[src/design/hsp_pkg.sv]
// constants, encodings and carriers for the hot-swap power mode sequencer
package hsp_pkg;

    // ========================================
    // timing
    localparam int CLK_PERIOD_NS   = 5;
    localparam int SCAN_PASS_NS    = 2000000;
    localparam int ADC_CHANNELS    = 8;
    localparam int SLOT_CYCLES     = SCAN_PASS_NS / (CLK_PERIOD_NS * ADC_CHANNELS);
    localparam int SLOT_W          = 17;

    // ========================================
    // channels
    localparam int SUPPLIES        = 6;
    localparam int ADC_W           = 10;
    localparam logic [2:0] CH_3V3  = 3'h3;
    localparam logic [2:0] CH_5V   = 3'h4;
    localparam logic [2:0] CH_12V  = 3'h5;
    localparam logic [2:0] CH_TINT = 3'h6;
    localparam logic [2:0] CH_TEXT = 3'h7;
    localparam logic [2:0] LAST_STEP = 3'h5;

    // ========================================
    // register map (byte addresses)
    localparam logic [7:0] ADDR_CTRL    = 8'h00;
    localparam logic [7:0] ADDR_ORDER   = 8'h04;
    localparam logic [7:0] ADDR_TIMEOUT = 8'h08;
    localparam logic [7:0] ADDR_MARGIN  = 8'h0c;
    localparam logic [7:0] ADDR_CMD     = 8'h10;
    localparam logic [7:0] ADDR_STATUS  = 8'h14;
    localparam logic [7:0] ADDR_LIMIT   = 8'h20;
    localparam logic [2:0] LIMIT_IDX_MSB = 3'h4;
    localparam int OV_LSB              = 16;

    // command bits in the CMD register
    localparam int CMD_ON          = 0;
    localparam int CMD_OFF         = 1;
    localparam int CMD_MARGIN      = 2;
    localparam int CMD_MARGIN_EXIT = 3;

    // reset values
    localparam logic [17:0] ORDER_RESET   = 18'h2c688;
    localparam logic [15:0] TIMEOUT_RESET = 16'h0010;
    localparam logic [ADC_W-1:0] UV_RESET = 10'h000;
    localparam logic [ADC_W-1:0] OV_RESET = 10'h3ff;

    // converter trim targets
    localparam logic [1:0] TRIM_NOMINAL = 2'h0;

    // ========================================
    // types
    typedef enum logic [4:0] {
        ST_IDLE    = 5'b00001,
        ST_PWR_ON  = 5'b00010,
        ST_MONITOR = 5'b00100,
        ST_MARGIN  = 5'b01000,
        ST_PWR_OFF = 5'b10000
    } mode_t;

    typedef struct packed {
        logic fault_pol;
        logic pgood_pol;
        logic reset_pol;
        logic fs_pol;
        logic host_pol;
        logic ovc_fault;
        logic temp_fault;
        logic off_timeout_en;
        logic trip_reset;
        logic trip_off;
        logic uvov_kill;
        logic reverse_off;
        logic trim_en;
    } ctrl_t;

    localparam int CTRL_W = 13;

    typedef struct packed {
        logic [ADC_W-1:0] ov;
        logic [ADC_W-1:0] uv;
    } limit_t;

    typedef struct packed {
        logic        psel;
        logic        penable;
        logic        pwrite;
        logic [7:0]  paddr;
        logic [31:0] pwdata;
    } apb_req_t;

    typedef struct packed {
        logic [31:0] prdata;
        logic        pready;
        logic        pslverr;
    } apb_rsp_t;

endpackage

[src/design/hsp_sequencer.sv]
// hot-swap card power mode sequencer with apb register slave
//
// Implementation choices: the register addresses and the APB register port.
`timescale 1ns/1ps

module hsp_sequencer #(
    parameter int SCAN_SLOT_CYCLES = hsp_pkg::SLOT_CYCLES
) (
    input  wire logic                  CORE_CLK,
    input  wire logic                  SYS_RST,
    input  wire hsp_pkg::apb_req_t     APB_REQ,
    output hsp_pkg::apb_rsp_t          APB_RSP,
    input  wire logic                  HOST_POWER_REQUEST,
    input  wire logic                  FORCED_SHUTDOWN_IN,
    input  wire logic                  CARD_3V3_MONITOR,
    input  wire logic                  MONITOR_A,
    input  wire logic                  ADC_DONE,
    input  wire logic [9:0]            ADC_DATA,
    output logic                       ADC_START,
    output logic [2:0]                 ADC_CHANNEL,
    output logic [2:0]                 CONVERTER_ENABLE,
    output logic [1:0]                 FET_GATE_DRIVE,
    output logic                       HIGH_SIDE_12V_ENABLE,
    output logic [2:0]                 TRIM_ACTIVE,
    output logic [5:0]                 TRIM_SELECT,
    output logic                       CARD_RESET,
    output logic                       POWER_GOOD,
    output logic                       FAULT
);

    // ========================================
    // helpers

    // channel held in slot idx of the order word
    function automatic logic [2:0] slot_of(
        input logic [17:0] order,
        input logic [2:0]  idx
    );
        logic [2:0] ch;
        ch = order[idx * 3 +: 3];
        return ch;
    endfunction

    // ========================================
    // registers and state

    hsp_pkg::ctrl_t  ctrl;
    logic [17:0]     order;
    logic [15:0]     timeout;
    logic [5:0]      margin;
    hsp_pkg::limit_t limit [hsp_pkg::ADC_CHANNELS];

    hsp_pkg::mode_t  mode;
    logic [2:0]      step;
    logic [5:0]      chan_en;
    logic [15:0]     seq_timer;
    logic            by_host;
    logic            fault;
    logic [7:0]      under;
    logic [7:0]      over;

    logic [3:0]      sync_a;
    logic [3:0]      sync_b;
    logic            host_prev;

    logic [hsp_pkg::SLOT_W-1:0] slot_cnt;
    logic            slot_tick;

    logic [31:0]     rdata;
    logic            rerr;
    logic [31:0]     rd_word;
    logic            rd_err;

    // ========================================
    // pin synchronisers

    always_ff @(posedge CORE_CLK) begin
        if (SYS_RST) begin
            sync_a <= 4'h0;
            sync_b <= 4'h0;
        end else begin
            sync_a <= {MONITOR_A, CARD_3V3_MONITOR,
                       FORCED_SHUTDOWN_IN, HOST_POWER_REQUEST};
            sync_b <= sync_a;
        end
    end

    logic host_on;
    logic fs_on;
    logic host_rise;

    assign host_on   = sync_b[0] ^ ctrl.host_pol;
    assign fs_on     = sync_b[1] ^ ctrl.fs_pol;
    assign host_rise = host_on & ~host_prev;

    always_ff @(posedge CORE_CLK) begin
        if (SYS_RST) begin
            host_prev <= 1'b0;
        end else begin
            host_prev <= host_on;
        end
    end

    // ========================================
    // apb access

    logic       acc;
    logic       wr;
    logic [7:0] addr;
    logic       lim_hit;
    logic [2:0] lim_idx;

    assign acc     = APB_REQ.psel & APB_REQ.penable;
    assign wr      = acc & APB_REQ.pwrite;
    assign addr    = APB_REQ.paddr;
    assign lim_hit = (addr[7:5] == hsp_pkg::ADDR_LIMIT[7:5]) & (addr[1:0] == 2'h0);
    assign lim_idx = addr[hsp_pkg::LIMIT_IDX_MSB:2];

    logic [3:0] cmd;

    // commands are one-cycle pulses, never stored
    assign cmd = (wr & (addr == hsp_pkg::ADDR_CMD)) ? APB_REQ.pwdata[3:0] : 4'h0;

    always_ff @(posedge CORE_CLK) begin
        if (SYS_RST) begin
            ctrl    <= '0;
            order   <= hsp_pkg::ORDER_RESET;
            timeout <= hsp_pkg::TIMEOUT_RESET;
            margin  <= 6'h00;
            for (int i = 0; i < hsp_pkg::ADC_CHANNELS; i++) begin
                limit[i] <= '{ov: hsp_pkg::OV_RESET, uv: hsp_pkg::UV_RESET};
            end
        end else if (wr) begin
            if (addr == hsp_pkg::ADDR_CTRL) begin
                ctrl <= hsp_pkg::ctrl_t'(APB_REQ.pwdata[hsp_pkg::CTRL_W-1:0]);
            end
            if (addr == hsp_pkg::ADDR_ORDER) begin
                order <= APB_REQ.pwdata[17:0];
            end
            if (addr == hsp_pkg::ADDR_TIMEOUT) begin
                timeout <= APB_REQ.pwdata[15:0];
            end
            if (addr == hsp_pkg::ADDR_MARGIN) begin
                margin <= APB_REQ.pwdata[5:0];
            end
            if (lim_hit) begin
                limit[lim_idx] <= '{
                    ov: APB_REQ.pwdata[hsp_pkg::OV_LSB +: hsp_pkg::ADC_W],
                    uv: APB_REQ.pwdata[hsp_pkg::ADC_W-1:0]};
            end
        end
    end

    always_comb begin
        rd_word = 32'h0;
        rd_err  = 1'b0;
        if (lim_hit) begin
            rd_word = {6'h00, limit[lim_idx].ov, 6'h00, limit[lim_idx].uv};
        end else begin
            unique case (addr)
                hsp_pkg::ADDR_CTRL:    rd_word = {19'h0, ctrl};
                hsp_pkg::ADDR_ORDER:   rd_word = {14'h0, order};
                hsp_pkg::ADDR_TIMEOUT: rd_word = {16'h0, timeout};
                hsp_pkg::ADDR_MARGIN:  rd_word = {26'h0, margin};
                hsp_pkg::ADDR_CMD:     rd_word = 32'h0;
                hsp_pkg::ADDR_STATUS:
                    rd_word = {4'h0, over, under, fault, chan_en, mode};
                default:               rd_err  = 1'b1;
            endcase
        end
    end

    // read data captured in the setup cycle, so access needs no wait
    always_ff @(posedge CORE_CLK) begin
        if (SYS_RST) begin
            rdata <= 32'h0;
            rerr  <= 1'b0;
        end else if (APB_REQ.psel & ~APB_REQ.penable) begin
            rdata <= APB_REQ.pwrite ? 32'h0 : rd_word;
            rerr  <= rd_err;
        end
    end

    assign APB_RSP = '{prdata: rdata, pready: 1'b1, pslverr: rerr};

    // ========================================
    // channel scan

    // one slot per channel, full pass in 2 ms
    always_ff @(posedge CORE_CLK) begin
        if (SYS_RST) begin
            slot_cnt  <= '0;
            slot_tick <= 1'b0;
        end else if (slot_cnt == hsp_pkg::SLOT_W'(SCAN_SLOT_CYCLES - 1)) begin
            slot_cnt  <= '0;
            slot_tick <= 1'b1;
        end else begin
            slot_cnt  <= slot_cnt + 1'b1;
            slot_tick <= 1'b0;
        end
    end

    always_ff @(posedge CORE_CLK) begin
        if (SYS_RST) begin
            ADC_START   <= 1'b0;
            ADC_CHANNEL <= 3'h0;
        end else begin
            ADC_START <= slot_tick;
            // channel moves with the start pulse, so done belongs to it
            if (slot_tick) begin
                ADC_CHANNEL <= ADC_CHANNEL + 1'b1;
            end
        end
    end

    // compare every result against its limits
    always_ff @(posedge CORE_CLK) begin
        if (SYS_RST) begin
            under <= 8'hff;
            over  <= 8'h00;
        end else if (ADC_DONE) begin
            under[ADC_CHANNEL]  <= ADC_DATA < limit[ADC_CHANNEL].uv;
            over[ADC_CHANNEL]   <= ADC_DATA > limit[ADC_CHANNEL].ov;
        end
    end

    // ========================================
    // trip decode

    logic [5:0] out_rng;
    logic       trip;
    logic       hard_trip;
    logic       all_up;

    assign out_rng = under[5:0] | over[5:0];
    assign trip    = |out_rng;
    assign all_up  = ~|under[5:0];

    // 12v, 5v, 3v3 limits force immediate shutdown in monitor only
    assign hard_trip = ctrl.uvov_kill & (out_rng[hsp_pkg::CH_3V3]
                     | out_rng[hsp_pkg::CH_5V] | out_rng[hsp_pkg::CH_12V]);

    // ========================================
    // sequencing

    logic [2:0] cur_ch;
    logic       cur_ok;
    logic       reached;
    logic       timed_out;
    logic       start;

    // power-off walks order forward or reversed
    assign cur_ch = (mode == hsp_pkg::ST_PWR_OFF && ctrl.reverse_off)
                  ? slot_of(order, hsp_pkg::LAST_STEP - step)
                  : slot_of(order, step);
    assign cur_ok = cur_ch <= hsp_pkg::LAST_STEP;

    assign reached = ~cur_ok
                   | ((mode == hsp_pkg::ST_PWR_ON) ? ~under[cur_ch] : under[cur_ch]);

    assign timed_out = (timeout != 16'h0) & (seq_timer >= timeout);

    assign start = host_on & (host_rise | cmd[hsp_pkg::CMD_ON]) & ~fs_on;

    always_ff @(posedge CORE_CLK) begin
        // timer only runs while a sequence waits on a rail
        if (SYS_RST | reached | ((mode != hsp_pkg::ST_PWR_ON)
                                 & (mode != hsp_pkg::ST_PWR_OFF))) begin
            seq_timer <= 16'h0;
        end else if (slot_tick) begin
            seq_timer <= seq_timer + 1'b1;
        end
    end

    always_ff @(posedge CORE_CLK) begin
        if (SYS_RST) begin
            mode    <= hsp_pkg::ST_IDLE;
            step    <= 3'h0;
            chan_en <= 6'h00;
            by_host <= 1'b0;
        end else begin
            unique case (mode)
                hsp_pkg::ST_IDLE: begin
                    step <= 3'h0;
                    if (start) begin
                        mode    <= hsp_pkg::ST_PWR_ON;
                        by_host <= host_rise;
                    end
                end
                hsp_pkg::ST_PWR_ON: begin
                    // forced shutdown; no power without request
                    if (fs_on | ~host_on) begin
                        chan_en <= 6'h00;
                        mode    <= hsp_pkg::ST_IDLE;
                    end else if (timed_out) begin
                        chan_en <= 6'h00;
                        mode    <= hsp_pkg::ST_IDLE;
                    end else begin
                        if (cur_ok) begin
                            chan_en[cur_ch] <= 1'b1;
                        end
                        if (reached) begin
                            step <= step + 1'b1;
                            if (step == hsp_pkg::LAST_STEP) begin
                                mode <= hsp_pkg::ST_MONITOR;
                            end
                        end
                    end
                end
                hsp_pkg::ST_MONITOR: begin
                    step <= 3'h0;
                    if (fs_on | hard_trip) begin
                        chan_en <= 6'h00;
                        mode    <= hsp_pkg::ST_IDLE;
                    // host drop, command or trip; only from here
                    end else if (~host_on | cmd[hsp_pkg::CMD_OFF]
                                 | (ctrl.trip_off & trip)) begin
                        mode <= hsp_pkg::ST_PWR_OFF;
                    // margin only on command from monitor
                    end else if (cmd[hsp_pkg::CMD_MARGIN]) begin
                        mode <= hsp_pkg::ST_MARGIN;
                    end
                end
                hsp_pkg::ST_MARGIN: begin
                    // no trip or shutdown acted on here
                    if (cmd[hsp_pkg::CMD_MARGIN_EXIT] | ~host_on) begin
                        mode <= hsp_pkg::ST_MONITOR;
                    end
                end
                hsp_pkg::ST_PWR_OFF: begin
                    if (fs_on | (ctrl.off_timeout_en & timed_out)) begin
                        chan_en <= 6'h00;
                        mode    <= hsp_pkg::ST_IDLE;
                    end else begin
                        if (cur_ok) begin
                            chan_en[cur_ch] <= 1'b0;
                        end
                        if (reached) begin
                            step <= step + 1'b1;
                            if (step == hsp_pkg::LAST_STEP) begin
                                mode <= hsp_pkg::ST_IDLE;
                            end
                        end
                    end
                end
            endcase
        end
    end

    // ========================================
    // fault latch

    logic fault_src;
    logic gate_again;

    assign fault_src = (ctrl.temp_fault & (over[hsp_pkg::CH_TINT] | over[hsp_pkg::CH_TEXT]))
                     | (ctrl.ovc_fault & (sync_b[2] | sync_b[3]));

    // gate first re-enabled after a host cycle
    assign gate_again = (mode == hsp_pkg::ST_PWR_ON) & by_host & ~fs_on & host_on
                      & ~timed_out & ((cur_ch == hsp_pkg::CH_3V3) | (cur_ch == hsp_pkg::CH_5V))
                      & ~chan_en[cur_ch];

    // set beats release in the same cycle
    always_ff @(posedge CORE_CLK) begin
        if (SYS_RST) begin
            fault <= 1'b0;
        end else begin
            fault <= fault_src | (fault & ~gate_again);
        end
    end

    // ========================================
    // card outputs

    logic good;

    // only monitor and margin report good
    // trips gate good in monitor, never in margin
    assign good = (mode == hsp_pkg::ST_MARGIN)
                | ((mode == hsp_pkg::ST_MONITOR) & ~(ctrl.trip_reset & trip) & ~hard_trip);

    always_ff @(posedge CORE_CLK) begin
        if (SYS_RST) begin
            CARD_RESET <= 1'b1;
            POWER_GOOD <= 1'b0;
            FAULT      <= 1'b0;
        end else begin
            CARD_RESET <= ~good ^ ctrl.reset_pol;
            POWER_GOOD <= good ^ ctrl.pgood_pol;
            FAULT      <= fault ^ ctrl.fault_pol;
        end
    end

    always_comb begin
        CONVERTER_ENABLE     = chan_en[2:0];
        FET_GATE_DRIVE       = chan_en[4:3];
        HIGH_SIDE_12V_ENABLE = chan_en[5];
    end

    // ========================================
    // trim control

    always_ff @(posedge CORE_CLK) begin
        if (SYS_RST) begin
            TRIM_ACTIVE <= 3'h0;
            TRIM_SELECT <= 6'h00;
        end else if (mode == hsp_pkg::ST_MARGIN) begin
            TRIM_ACTIVE <= {3{ctrl.trim_en}};
            TRIM_SELECT <= margin;
        end else begin
            // trim to nominal in monitor once all supplies up; off otherwise
            TRIM_ACTIVE <= {3{ctrl.trim_en & all_up & (mode == hsp_pkg::ST_MONITOR)}};
            TRIM_SELECT <= {3{hsp_pkg::TRIM_NOMINAL}};
        end
    end

endmodule

[config.mk]
export PLATFORM = sky130hd
export DESIGN_NAME = hsp_sequencer
export DESIGN_NICKNAME = d
export VERILOG_FILES = /design/src/design/hsp_pkg.sv /design/src/design/hsp_sequencer.sv
export SDC_FILE = /design/constraint.sdc
export NUM_CORES = 1
export LEC_CHECK = 0
export BUFFER_PORTS_ARGS = -buffer_cell sky130_fd_sc_hd__buf_2
export CAP_MARGIN = 0
export CELL_PAD_IN_SITES_DETAIL_PLACEMENT = 1
export CELL_PAD_IN_SITES_GLOBAL_PLACEMENT = 1
export CORE_MARGIN = 10
export CORE_UTILIZATION = 40
export DETAILED_ROUTE_END_ITERATION = 6
export HOLD_SLACK_MARGIN = 0.05
export PLACE_DENSITY = 0.73
export SETUP_SLACK_MARGIN = 0.2
export SYNTH_ARGS = -nofsm -noshare
export SYNTH_HDL_FRONTEND = slang
export SYNTH_SLANG_ARGS = --single-unit
[constraint.sdc]
create_clock -name CORE_CLK -period 5.2 [get_ports CORE_CLK]
set_input_delay 0.26 -clock CORE_CLK [delete_from_list [all_inputs] [get_ports CORE_CLK]]
set_output_delay 0.26 -clock CORE_CLK [all_outputs]
set_load 0.01 [all_outputs]
== After elaboration in Yosys (flattened, before gate mapping) ==
Memory sizes are Yosys's and may differ from the RTL's. A register that Yosys moved wholly into a read port is not among the register bits.
Index checks and enable logic that the tools add are counted.

* Bits in registers: 177
* Bits in writable memories: 160
* Bits of input ports: 60
* Output and inout port bits: 56
* Logic and storage cells: 233
* Memories: 1

{| class="wikitable"
|+ Memory list
! memory !! words !! width !! read ports !! clocked after memory_dff !! wr ports !! line !! RTL
|-
| limit || 8 || 20 || 2 || 1 || 8 || hsp_sequencer.sv:51 || <nowiki>hsp_pkg::limit_t limit [hsp_pkg::ADC_CHANNELS];</nowiki>
|}

* $add $sub $neg: 5
* $mul: 2
* Order comparisons: 8
* Equality and inequality tests: 30
* Shifts and indexed selects: 2
* Mux-type cells: 56
* Bitwise logic cells: 67
* Reductions and logical operators: 24

{| class="wikitable"
|+ Operator list
! operator !! number
|-
| one-hot mux 28 bit (5 select lines) || 1
|-
| 2-to-1 mux 5 bit || 12
|-
| 2-to-1 mux 6 bit || 6
|-
| indexed part select 18 x 6 -> 3 bit || 2
|-
| 2-to-1 mux 32 bit || 1
|-
| 2-to-1 mux 28 bit || 1
|-
| AND 1 bit || 27
|-
| 2-to-1 mux 3 bit || 9
|-
| one-hot mux 5 bit (5 select lines) || 1
|-
| 2-to-1 mux 20 bit || 1
|-
| OR reduction 20 bit || 1
|-
| bitwise OR 1 bit || 18
|-
| one-hot mux 6 bit (3 select lines) || 1
|-
| OR reduction 6 bit || 3
|-
| adder 17 x 1 -> 17 bit, second input constant || 1
|-
| == test 17 x 16 -> 1 bit, second input constant || 1
|-
| adder 16 x 1 -> 16 bit, second input constant || 1
|-
| bitwise mux 8 bit || 2
|-
| == test 8 x 4 -> 1 bit, second input constant || 2
|-
| == test 8 x 5 -> 1 bit, second input constant || 2
|-
| greater-or-equal comparator 16 bit || 1
|-
| nonzero test 16 bit || 1
|-
| 2-to-1 mux 1 bit || 15
|-
| NOT 1 bit || 13
|-
| other kinds (42) || 71
|}

== Depth between registers and ports, before layout ==
* Word-level depth: 13
* Depth in mapped cells: 13
* Gate-level depth less buffers: 11

== Worst setup path after synthesis ==
Ideal clock, no wire load.

* Kind: reg-to-reg
* From: register with a tool-made name
* To: register over[0]
* Library setup time: 0.143 ns
* Arrival: 3.524 ns
* Data required time: 5.057 ns
* Slack: 1.533 ns
* Stages on the path, launching flop included: 14
* Buffers on the path: 2
* Clock period less this slack: 3.667 ns
* Path through: dfxtp_1 -> buf_1 -> buf_1 -> mux4_2 -> mux2i_1 -> ha_1 -> nor2b_1 -> o21a_1 -> o21a_1 -> o21a_1 -> o21ai_0 -> a21oi_1 -> o2111ai_1 -> o311ai_0

{| class="wikitable"
|+ RTL lines
! element !! line !! RTL
|-
| to (signal, indexed assignment) || hsp_sequencer.sv:223 || <nowiki>over[ADC_CHANNEL] <= ADC_DATA > limit[ADC_CHANNEL].ov;</nowiki>
|-
| to (decl) || hsp_sequencer.sv:60 || <nowiki>logic [7:0] over;</nowiki>
|}

==> results.yml <==
floorplan:
  die_x_um: 228
  std_cell_rows: 76
  core-area_um2: 43000
  pin_count: 116
  start_util: 0.404
  die_area_um2: 52100
  die_y_um: 228
clock_network:
  clkLatencyLatePin_ps: 550
  cts_inserted_buffers: 37
  cts_tree: "done"
  clk_pin_slew_ps: 60
  clock-sinks: 334
  cts_resized: 0
  cts.path.max_buffers: 3
  h-tree-depth: 2
  cts_root_buf: "clkbuf_16"
synthesis:
  synth_top_cell_by_area: "edfxtp_1"
  synth_ff_type: "dfxtp_1"
  syn_area_um2: 17300
  ys_seq_area_frac: 0.478
  synth_edf_count: 160
  synth-seq-cells: 334
  synth_area_leaders: "edfxtp_1 (28%), dfxtp_1 (20%), mux4_2 (11%), mux2i_1 (3.2%), nor2_1 (3.1%)"
  synthArstFlopShare: 0
  yosysWarnings: 0
  synth_cell_types: 91
  synth_top_area_share: 0.277
  syn-mean-instance-area_um2: 11.0
  synth.most_common_cell: "dfxtp_1"
  synth_common_cells: "dfxtp_1 (174), edfxtp_1 (160), nor2_1 (141)"
  synthCells: 1571
power:
  leakage_nw: 6.92
  vdd_drop_max_v: 0.000174
  power_density_nw_per_um2: 309
  total_power_mw: 6.08
sta:
  max_freq_ghz: 0.266
  hold_viol_final: 0
  tightest_slew_ps: 1140
  slew_headroom: 0.233
  period_minus_slack_ps: 3760
  finalClockSkew_ps: 35.9
  report.final.slew_viol_count: 0
  setup_viol: 0
  tns_ps: 0
  rsz0062_at_grt: "false"
  period_share: 0.723
finish:
  fin_area_um2: 19700
  fillers: 4666
  layout.nets: 1747
  drive_above_1_share: 0.201
  flow.area_growth_from_synthesis_pct: 13.6
  multi_input_area_um2: 8460
  regArea_um2: 8290
global_routing:
  overflow: 0
  grt_pass1_wl_mm: 85.2
  grt_max_degree: 78
  antenna_found_initial: 1
  grtUsageTotal: 0.208
  grt_pass1_vias: 13900
flow_run:
  maxCapViolCount: 0
hold_path:
  min_to: "limit[0][13]"
  holdCritPathClass: "input port to flop"
  min_from: "APB_REQ[19]"
  min_path_cells: 2
critical_path:
  critPathKind: "flop to flop"
  cp_max_fo: 20
  r2r_end: "over[2]"
  start_kind: "flop"
  worst_setup_path_end_kind: "flop"
  reg2reg_slack_ps: 1440
  r2r_cells: 9
  cp.required_ps: 5620
  worstPathArrival_ps: 4180
route:
  dr.pass1.iters: 6
  drt-wirelength-per-cell_um: 24.7
  dr.first_iter.drc_count: 1289
  final_antenna_net_count: 0
  post-route-drc-count: 0
  routed_wl_mm: 55.9
  avgViaCountPerCell: 5.92
  vias: 13400
place:
  numPortBuffers: 104
  hpwl_mm: 39.2
  placed_cell_area_um2: 18400
  gp_congestion: 0.874
run_status:
  outcome: "finished, final reports clean"
## how the worst max path moves through the flow
stage,end,start,depth (start not counted),slack [ps]
3_3_place_gp,over[3],flop,11,1580
4_1_cts,over[2],flop,9,1420
6_report,over[2],flop,9,1440
3_5_place_dp,over[2],flop,9,1420
2_1_floorplan,over[0],flop,13,1530
5_1_grt,over[2],flop,9,1090
## cells in the final DEF, fill, tap and decap left out, drive strengths merged, types with 30 or more instances in the layout
cell      n
buf     136
or3      65
a21oi    65
nand2b   33
o21ai    35
dfxtp   174
nand2   132
inv      40
clkbuf   51
nor2    142
mux2i    55
ha       40
edfxtp  160
mux4     85
nor3     30
and2     80
## cell families after synthesis
family	share of synthesized area
DFF	0.478
adders and majority gates	0.0288
xor gates and xnor gates	0.0202
and+or+nand+nor	0.178
buffers and inverters	0.0376
muxes	0.156
AOI/OAI and AO/OA	0.101
other	0.000433
## sequential cells by signal (all words and copies together), names as in the netlist, 4 cells and up, named ones only
register,cells
over,8
ctrl,13
under,8
margin,6
mode,5
seq_timer,16
slot_cnt,17
rdata,28
timeout,16
sync_b,4
chan_en,6
sync_a,4
limit,160
TRIM_SELECT,6
order,18
## final cells by class
cell class / instances / area share
Multi-Input combinational cell: 1086 / 0.429
Sequential cell: 334 / 0.421
Clock buffer: 51 / 0.0522
Timing Repair Buffer: 149 / 0.0454
Tap cell: 585 / 0.0371
Clock inverter: 16 / 0.00781
Inverter: 39 / 0.00743
Antenna cell: 1 / 0.000127
## per-stage QoR
step                 util  worst slack [ps]  instances  hold slack (ps)
floorplan               -              1530       1574              384
global placement    0.428              1580       2180              424
detailed placement  0.428              1420       2180              434
CTS                 0.459              1420       2260             52.2
global route        0.459              1090       2260             52.2
finish              0.459              1440       2261             74.7
## repair_timing
action	CTS	global route
endpoints found under the hold margin	24	0
hold buffers	13	0
endpoints found under the setup margin	0	0
setup buffers	0	0
## critical path, stage by stage (launching register included)
cell       delay [ps]
dfxtp_2           860
buf_4             320
mux4_2            520
mux2i_1           280
ha_1              300
nand4_1            90
nor3_1             80
nor2_1            750
o2111ai_1         250
o311ai_0          190
## report_power, final
| part | switching (mW) | total (mW) | leakage (nW) | internal, mW |
|---|---|---|---|---|
| clock network | 1.10 | 2.59 | 0.568 | 1.49 |
| registers | 0.0730 | 2.90 | 2.97 | 2.83 |
| logic | 0.348 | 0.585 | 3.38 | 0.237 |
| total | 1.52 | 6.08 | 6.92 | 4.56 |
## routing by layer
metal  share of wire  global-route usage
met1            0.44               0.281
met2            0.47               0.340
met3           0.070              0.0331
met4           0.026              0.0623
met5               0                   0
No activity file was read; power rests on OpenSTA's default activity.
